===== config.mk =====
export PLATFORM = sky130hd
export DESIGN_NAME = can_interrupt_flag_bank
export DESIGN_NICKNAME = d
export VERILOG_FILES = /design/src/hdl/can_flag_pkg.sv /design/src/hdl/flag_sync.sv /design/src/hdl/can_interrupt_flag_bank.sv
export VERILOG_INCLUDE_DIRS = /design/src /design/src/hdl
export SDC_FILE = /design/constraint.sdc
export NUM_CORES = 1
export LEC_CHECK = 0
export BUFFER_PORTS_ARGS = -buffer_cell sky130_fd_sc_hd__buf_2
export CORE_MARGIN = 2
export CORE_UTILIZATION = 47
export DETAILED_ROUTE_END_ITERATION = 12
export GPL_TIMING_DRIVEN = 0
export PLACE_DENSITY = 0.86
export SYNTH_ARGS = -nofsm -noshare
export SYNTH_HDL_FRONTEND = slang
export SYNTH_SLANG_ARGS = --single-unit

===== constraint.sdc =====
create_clock -name sys_clk -period 3.1 [get_ports sys_clk]
set_input_delay 0.31 -clock sys_clk [delete_from_list [all_inputs] [get_ports sys_clk]]
set_output_delay 0.31 -clock sys_clk [all_outputs]
set_load 0.01 [all_outputs]

===== src/hdl/can_flag_map.svh =====
// Register map constants for the CAN event flag bank.
// Assumes inclusion by the package and the modules of this block only.
`ifndef CAN_FLAG_MAP_SVH
`define CAN_FLAG_MAP_SVH
// =============================================================
// Register offsets (byte addresses).
`define OFS_CAN_EVENT_FLAGS 4'h0
`define OFS_PERIPHERAL_ENABLE_ONE 4'h4
`define OFS_CAN_EVENT_MASK 4'h8
// =============================================================
// Flag bit positions.
`define BIT_INVALID_MESSAGE 7
`define BIT_BUS_WAKE 6
`define BIT_CAN_ERROR 5
`define BIT_TX_BUFFER2_DONE 4
`define BIT_TX_BUFFER1_DONE 3
`define BIT_TX_BUFFER0_DONE 2
`define BIT_RX_BUFFER1_FULL 1
`define BIT_RX_BUFFER0_FULL 0
// =============================================================
// Reset values.
`define RST_CAN_EVENT_FLAGS 8'h00
`define RST_PERIPHERAL_ENABLE_ONE 8'h00
`define RST_CAN_EVENT_MASK 8'h00
`endif


===== src/hdl/can_flag_pkg.sv =====
// Types shared by the CAN event flag bank.
// Assumes the map header sits beside it.
`include "can_flag_map.svh"
package can_flag_pkg;
  typedef logic [7:0] byte_reg_t;
  typedef enum logic [1:0] {
    HTRANS_IDLE = 2'b00,
    HTRANS_BUSY = 2'b01,
    HTRANS_NONSEQ = 2'b10,
    HTRANS_SEQ = 2'b11
  } htrans_t;
endpackage : can_flag_pkg


===== src/hdl/flag_sync.sv =====
// Two-stage synchroniser for a bundle of event levels with rising-edge pulses out.
// Assumes inputs are asynchronous to sys_clk.
`timescale 1ns/1ps
`default_nettype none
module flag_sync
(
  // Clock and reset.
  input wire logic sys_clk,
  input wire logic reset_n,
  // Events.
  input wire logic [7:0] eventIn,
  output logic [7:0] eventPulse
);
  logic [7:0] stageOne;
  logic [7:0] stageTwo;
  logic [7:0] stageThree;
  // =============================================================
  // Synchroniser and edge detector.
  always_ff @(posedge sys_clk or negedge reset_n)
  begin
    if (!reset_n)
    begin
      stageOne <= 8'h00;
      stageTwo <= 8'h00;
      stageThree <= 8'h00;
    end
    else
    begin
      stageOne <= eventIn;
      stageTwo <= stageOne;
      stageThree <= stageTwo;
    end
  end
  assign eventPulse = stageTwo & ~stageThree;
endmodule : flag_sync
`default_nettype wire


===== src/hdl/can_interrupt_flag_bank.sv =====
// CAN event flag bank with enables and AHB-Lite register slave.
// Assumes the CAN engine raises event levels asynchronous to sys_clk.
// Notes on behaviour
// - Invalid message on the bus sets flag bit 7.
// - Any bus activity sets the wake flag at bit 6.
// - Any CAN error source sets the single error flag at bit 5.
// - Transmit buffer 2, 1, 0 completion sets bits 4, 3, 2.
// - Receive buffer 1, 0 new message sets bits 1, 0.
//
// The AHB-Lite slave port and the register offsets were left to the implementer.
`timescale 1ns/1ps
`default_nettype none
`include "can_flag_map.svh"
module can_interrupt_flag_bank
(
  // Clock and reset.
  input wire logic sys_clk,
  input wire logic reset_n,
  // AHB-Lite slave.
  input wire logic hsel,
  input wire logic [31:0] haddr,
  input wire can_flag_pkg::htrans_t htrans,
  input wire logic hwrite,
  input wire logic [2:0] hsize,
  input wire logic [31:0] hwdata,
  input wire logic hready,
  output logic [31:0] hrdata,
  output logic hreadyout,
  output logic hresp,
  // CAN engine events.
  input wire logic invalidMessage,
  input wire logic busActivity,
  input wire logic [3:0] canErrorSources,
  input wire logic [2:0] txBufferDone,
  input wire logic [1:0] rxBufferFull,
  // Interrupt.
  output logic canIrq,
  output logic [7:0] peripheralIrqEnable
);
  import can_flag_pkg::*;
  byte_reg_t canEventFlags;
  byte_reg_t peripheralEnableOne;
  byte_reg_t canEventMask;
  logic [7:0] rawEvents;
  logic [7:0] eventPulse;
  logic wrPending;
  logic [3:0] wrAddr;
  logic [3:0] rdAddr;
  logic rdPending;
  byte_reg_t clearMask;
  byte_reg_t next_canEventFlags;
  byte_reg_t next_peripheralEnableOne;
  byte_reg_t next_canEventMask;
  logic irqPending;
  logic takeNow;
  // =============================================================
  // Register address decode and read word forming.
  function automatic logic regHit(input logic [3:0] addr, input logic [3:0] ofs);
    regHit = (addr == ofs);
  endfunction : regHit
  function automatic logic [31:0] padByte(input byte_reg_t value);
    padByte = {24'h00_0000, value};
  endfunction : padByte
  // =============================================================
  // Event gathering.
  function automatic logic anyOf(input logic [3:0] src);
    anyOf = |src;
  endfunction : anyOf
  always_comb
  begin
    rawEvents = 8'h00;
    rawEvents[`BIT_INVALID_MESSAGE] = invalidMessage;
    rawEvents[`BIT_BUS_WAKE] = busActivity;
    rawEvents[`BIT_CAN_ERROR] = anyOf(canErrorSources);
    rawEvents[`BIT_TX_BUFFER2_DONE] = txBufferDone[2];
    rawEvents[`BIT_TX_BUFFER1_DONE] = txBufferDone[1];
    rawEvents[`BIT_TX_BUFFER0_DONE] = txBufferDone[0];
    rawEvents[`BIT_RX_BUFFER1_FULL] = rxBufferFull[1];
    rawEvents[`BIT_RX_BUFFER0_FULL] = rxBufferFull[0];
  end
  // =============================================================
  // Events pass two flip-flops before the edge detector.
  flag_sync eventSync
  (
    .sys_clk(sys_clk),
    .reset_n(reset_n),
    .eventIn(rawEvents),
    .eventPulse(eventPulse)
  );
  // =============================================================
  // Bus address phase capture.
  function automatic logic takeXfer(input logic sel, input htrans_t tr, input logic rdy);
    takeXfer = sel && rdy && (tr == HTRANS_NONSEQ || tr == HTRANS_SEQ);
  endfunction : takeXfer
  assign takeNow = takeXfer(hsel, htrans, hready);
  // =============================================================
  // Data phase kind, one cycle after the address phase.
  always_ff @(posedge sys_clk or negedge reset_n)
  begin
    if (!reset_n)
    begin
      wrPending <= 1'b0;
      rdPending <= 1'b0;
    end
    else if (hready)
    begin
      wrPending <= takeNow && hwrite;
      rdPending <= takeNow && !hwrite;
    end
  end
  // =============================================================
  // Data phase address.
  always_ff @(posedge sys_clk or negedge reset_n)
  begin
    if (!reset_n)
    begin
      wrAddr <= 4'h0;
      rdAddr <= 4'h0;
    end
    else if (hready)
    begin
      wrAddr <= haddr[3:0];
      rdAddr <= haddr[3:0];
    end
  end
  // =============================================================
  // Bus response: zero wait states, always OKAY.
  assign hreadyout = 1'b1;
  assign hresp = 1'b0;
  // =============================================================
  // Flag register: set wins over write-one-to-clear.
  always_comb
  begin
    clearMask = 8'h00;
    if (wrPending && regHit(wrAddr, `OFS_CAN_EVENT_FLAGS))
    begin
      clearMask = hwdata[7:0];
    end
  end
  always_comb
  begin
    next_canEventFlags = (canEventFlags & ~clearMask) | eventPulse;
  end
  always_ff @(posedge sys_clk or negedge reset_n)
  begin
    if (!reset_n)
    begin
      canEventFlags <= `RST_CAN_EVENT_FLAGS;
    end
    else
    begin
      canEventFlags <= next_canEventFlags;
    end
  end
  // =============================================================
  // Next values of the enable and mask registers.
  always_comb
  begin
    next_peripheralEnableOne = peripheralEnableOne;
    next_canEventMask = canEventMask;
    if (wrPending && regHit(wrAddr, `OFS_PERIPHERAL_ENABLE_ONE))
    begin
      next_peripheralEnableOne = hwdata[7:0];
    end
    if (wrPending && regHit(wrAddr, `OFS_CAN_EVENT_MASK))
    begin
      next_canEventMask = hwdata[7:0];
    end
  end
  // =============================================================
  // Peripheral enable register.
  always_ff @(posedge sys_clk or negedge reset_n)
  begin
    if (!reset_n)
    begin
      peripheralEnableOne <= `RST_PERIPHERAL_ENABLE_ONE;
    end
    else
    begin
      peripheralEnableOne <= next_peripheralEnableOne;
    end
  end
  // =============================================================
  // CAN event mask register.
  always_ff @(posedge sys_clk or negedge reset_n)
  begin
    if (!reset_n)
    begin
      canEventMask <= `RST_CAN_EVENT_MASK;
    end
    else
    begin
      canEventMask <= next_canEventMask;
    end
  end
  assign peripheralIrqEnable = peripheralEnableOne;
  // =============================================================
  // Interrupt output.
  assign irqPending = |(canEventFlags & canEventMask);
  always_ff @(posedge sys_clk or negedge reset_n)
  begin
    if (!reset_n)
    begin
      canIrq <= 1'b0;
    end
    else
    begin
      canIrq <= irqPending;
    end
  end
  // =============================================================
  // Read data.
  always_comb
  begin
    hrdata = 32'h0000_0000;
    if (rdPending)
    begin
      case (rdAddr)
        `OFS_CAN_EVENT_FLAGS: hrdata = padByte(canEventFlags);
        `OFS_PERIPHERAL_ENABLE_ONE: hrdata = padByte(peripheralEnableOne);
        `OFS_CAN_EVENT_MASK: hrdata = padByte(canEventMask);
        default: hrdata = 32'h0000_0000;
      endcase
    end
  end
endmodule : can_interrupt_flag_bank
`default_nettype wire


==> implementation parameters <==
Parameter                              Value

Detailed routing
  Routed vias    1527
  First DRT Iteration DRCs    132
  Routed wire per std cell    12.62 um
  Number of iterations in the first detailed-routing pass    5
  Wire length after detailed routing    4.190 mm
  Residual antenna-violating net count after detailed routing    0
  Routed via count divided by cell count    4.599
  DRC errors left    0

STA
  Final setup viols    0
  Max-slew headroom    0.2104
  Min Hold Slack    108.8 ps
  Post-layout min period    2120 ps
  Slew @ Worst Pin    1184 ps
  Highest achievable clock rate    471.7 MHz
  Number of endpoints with negative hold slack in the final report    0
  Post-Route Skew    2.771 ps
  Worst Slack Setup Final    980.0 ps
  Final Slew Violations    0
  Final total negative setup slack    0 ps
  Setup repair after global routing missed its margin    no
  Final period util    0.6839

CTS
  Deepest level of the CTS H-tree    2
  Number of resized instances in the post-cts repair step    0
  CTS Hold Bufs    0
  Post-CTS clock slew at the launch and capture registers of the worst setup and hold paths    90 ps
  Number of clock buffers inserted by TritonCTS    5
  Number of post-CTS setup repair buffers    0
  Clk sinks    55
  Clock Tree Root    sky130_fd_sc_hd__clkbuf_8
  CTS tree    yes
  Number of buffers between clock root and the deepest sink    2
  Later-pin clock latency in the skew report    300 ps

GRT
  Vias in the first global route    1365
  Initial antenna violation count    0
  Global route total overflow    0
  Global-route wire length before repair    6.299 mm
  Maximum number of pins on one net before global-route repair    56
  GR Util All Layers    0.1553

Layout
  Antenna diodes    0
  Most common library cell in the layout ignoring fill and taps    sky130_fd_sc_hd__dfrtp_1
  Commonest non-fill, non-tap cells in the layout    sky130_fd_sc_hd__dfrtp_1, sky130_fd_sc_hd__buf_2, sky130_fd_sc_hd__buf_4
  Layout Nets    350
  Summed area of non-filler cells in the final layout    0.002806 mm^2
  Layout-stage area growth over the synthesis result    20.72%
  Layout cells sized above 1    0.4151
  Final core utilization    0.5903
  Number of inserted filler cells in the final layout    421

Placed design
  Placed standard-cell area    0.002719 mm^2
  Detailed-placement wirelength estimate    2.967 mm
  Port-buffer cells    44
  Final weighted congestion in routability-driven placement    0.7854
  Place WS    1326 ps

Floorplanning
  Top-Level Pins    128
  Std cell rows    25
  Initial Utilization    0.4889
  Core Area    0.004755 mm^2
  Die span in x    74.33 um
  Vertical die dimension    74.33 um
  Die Outline Area    0.005525 mm^2

Critical path
  CP Data Required Time    2790 ps
  Minimum setup slack among reg-to-reg paths    1480 ps
  Peak fanout along the critical path    10
  Endpoint type of the worst setup path    output pin
  Timing startpoint of the critical path    rdAddr[2]$_DFFE_PN0P_
  WP data arrival    1810 ps
  Worst reg2reg startpoint    rdAddr[3]$_DFFE_PN0P_
  Worst Setup Start Kind    flop
  Critical path type    reg2out

Synth
  Share of synthesized area occupied by flip-flops and latches    0.5920
  Post-Syn Area per Cell    12.24 um^2
  Proportion of netlist area held by the largest area contributor    0.5920
  Mapped cell area    0.002325 mm^2
  Gate Count Post-Synth    190
  Number of synthesized register bits    55
  Distinct cell type count of the synthesized netlist    24
  Largest area contributor in the netlist    sky130_fd_sc_hd__dfrtp_1
  Top area cells in the synthesized netlist    sky130_fd_sc_hd__dfrtp_1, sky130_fd_sc_hd__mux2_2, sky130_fd_sc_hd__buf_4, sky130_fd_sc_hd__o21ai_0, sky130_fd_sc_hd__mux2i_1
  Yosys warning total    0

Power and ir drop
  Peak ir drop on the vdd network    237.7 uV
  Static leakage    1.391 nW
  P per Cell Area    538.9 mW/mm^2

Run
  Number of max-cap violations    0

Hold path
  Hold Path Class    in2reg
  Hold Path Origin    txBufferDone[1]

Outcome
  Outcome    completed
==> power by group <==
group          internal (mW)  leakage [nW]  total (mW)  switching (mW)
clock                  0.176        0.0470       0.389           0.213
combinational          0.145         0.732       0.271           0.126
sequential             0.798         0.612       0.853          0.0550
total                   1.12          1.39        1.51           0.394
==> flip-flops by register name, indices dropped and copies added, names as in the netlist <==
name	cells
canIrq	1
wrPending	1
rdAddr	4
canEventFlags	8
canEventMask	8
eventSync.stageThree	8
eventSync.stageTwo	8
eventSync.stageOne	8
peripheralIrqEnable	8
rdPending	1
==> stage by stage <==
step,power (mW),std cells
final,1.512,332
after global routing,1.589,332
after CTS,1.524,332
after detailed placement,1.138,325
after global placement,1.123,325
after floorplan,1.036,214
==> cell type report <==
cell class / instances / area (um^2) / share of cell area
Sequential cell: 55 / 1376 / 0.4904
Inverter: 10 / 37.54 / 0.01337
Multi-Input combinational cell: 117 / 770.7 / 0.2746
Tap cell: 67 / 83.83 / 0.02987
Timing Repair Buffer: 44 / 220.2 / 0.07847
Clock inverter: 1 / 5.005 / 0.001783
Clock buffer: 6 / 82.58 / 0.02942
Buffer: 32 / 230.2 / 0.08203
==> critical path, stage by stage (launching register included) <==
cell and delay, ps:
sky130_fd_sc_hd__dfrtp_1 350, sky130_fd_sc_hd__buf_6 170, sky130_fd_sc_hd__clkbuf_1 390, sky130_fd_sc_hd__mux2i_1 240
sky130_fd_sc_hd__a2bb2oi_1 160, sky130_fd_sc_hd__nor2_1 50, sky130_fd_sc_hd__buf_2 140
==> cells by family after synthesis <==
logic type	count (synthesis)	synth area share
buffers and inverters	42	0.1152
AOI/OAI and AO/OA	30	0.07051
and+or+nand+nor	33	0.08773
DFF	55	0.5920
muxes	28	0.1313
other	2	0.003230
==> routing by layer <==
metal,global-route usage,routed length (um)
met4,0.04960,24
met2,0.2768,2189
met5,0,0
met1,0.1804,1693
met3,0.04607,283
==> synth_stat cells <==
library cell and count:
sky130_fd_sc_hd__nand3_2 1, sky130_fd_sc_hd__clkbuf_1 3, sky130_fd_sc_hd__buf_6 1, sky130_fd_sc_hd__buf_2 1
sky130_fd_sc_hd__nand2b_1 8, sky130_fd_sc_hd__or4b_1 1, sky130_fd_sc_hd__nand4_1 2, sky130_fd_sc_hd__inv_1 10
sky130_fd_sc_hd__o21ai_0 18, sky130_fd_sc_hd__nand2_1 8, sky130_fd_sc_hd__or2_2 7, sky130_fd_sc_hd__a2bb2oi_1 1
sky130_fd_sc_hd__a21oi_1 7, sky130_fd_sc_hd__conb_1 2, sky130_fd_sc_hd__mux2_2 20, sky130_fd_sc_hd__nor2b_2 1
sky130_fd_sc_hd__dfrtp_1 55, sky130_fd_sc_hd__a22oi_1 4, sky130_fd_sc_hd__mux2i_1 8, sky130_fd_sc_hd__nor2_1 2
sky130_fd_sc_hd__buf_4 27, sky130_fd_sc_hd__or4_1 1, sky130_fd_sc_hd__nand4b_2 1, sky130_fd_sc_hd__nand4b_1 1
==> worst paths after layout <==
check / to / cells after the start
min in group asynchronous: rdPending$_DFFE_PN0P_ / 1
worst max-delay path: hrdata[6] / 6
worst max register to register: peripheralIrqEnable[5]$_DFFE_PN0P_ / 3
worst min-delay path: eventSync.stageOne[3]$_DFF_PN0_ / 1
worst min register to register: eventSync.stageTwo[7]$_DFF_PN0_ / 0
max in group asynchronous: peripheralIrqEnable[5]$_DFFE_PN0P_ / 1
Note: power is estimated with default switching activity, not from simulation.
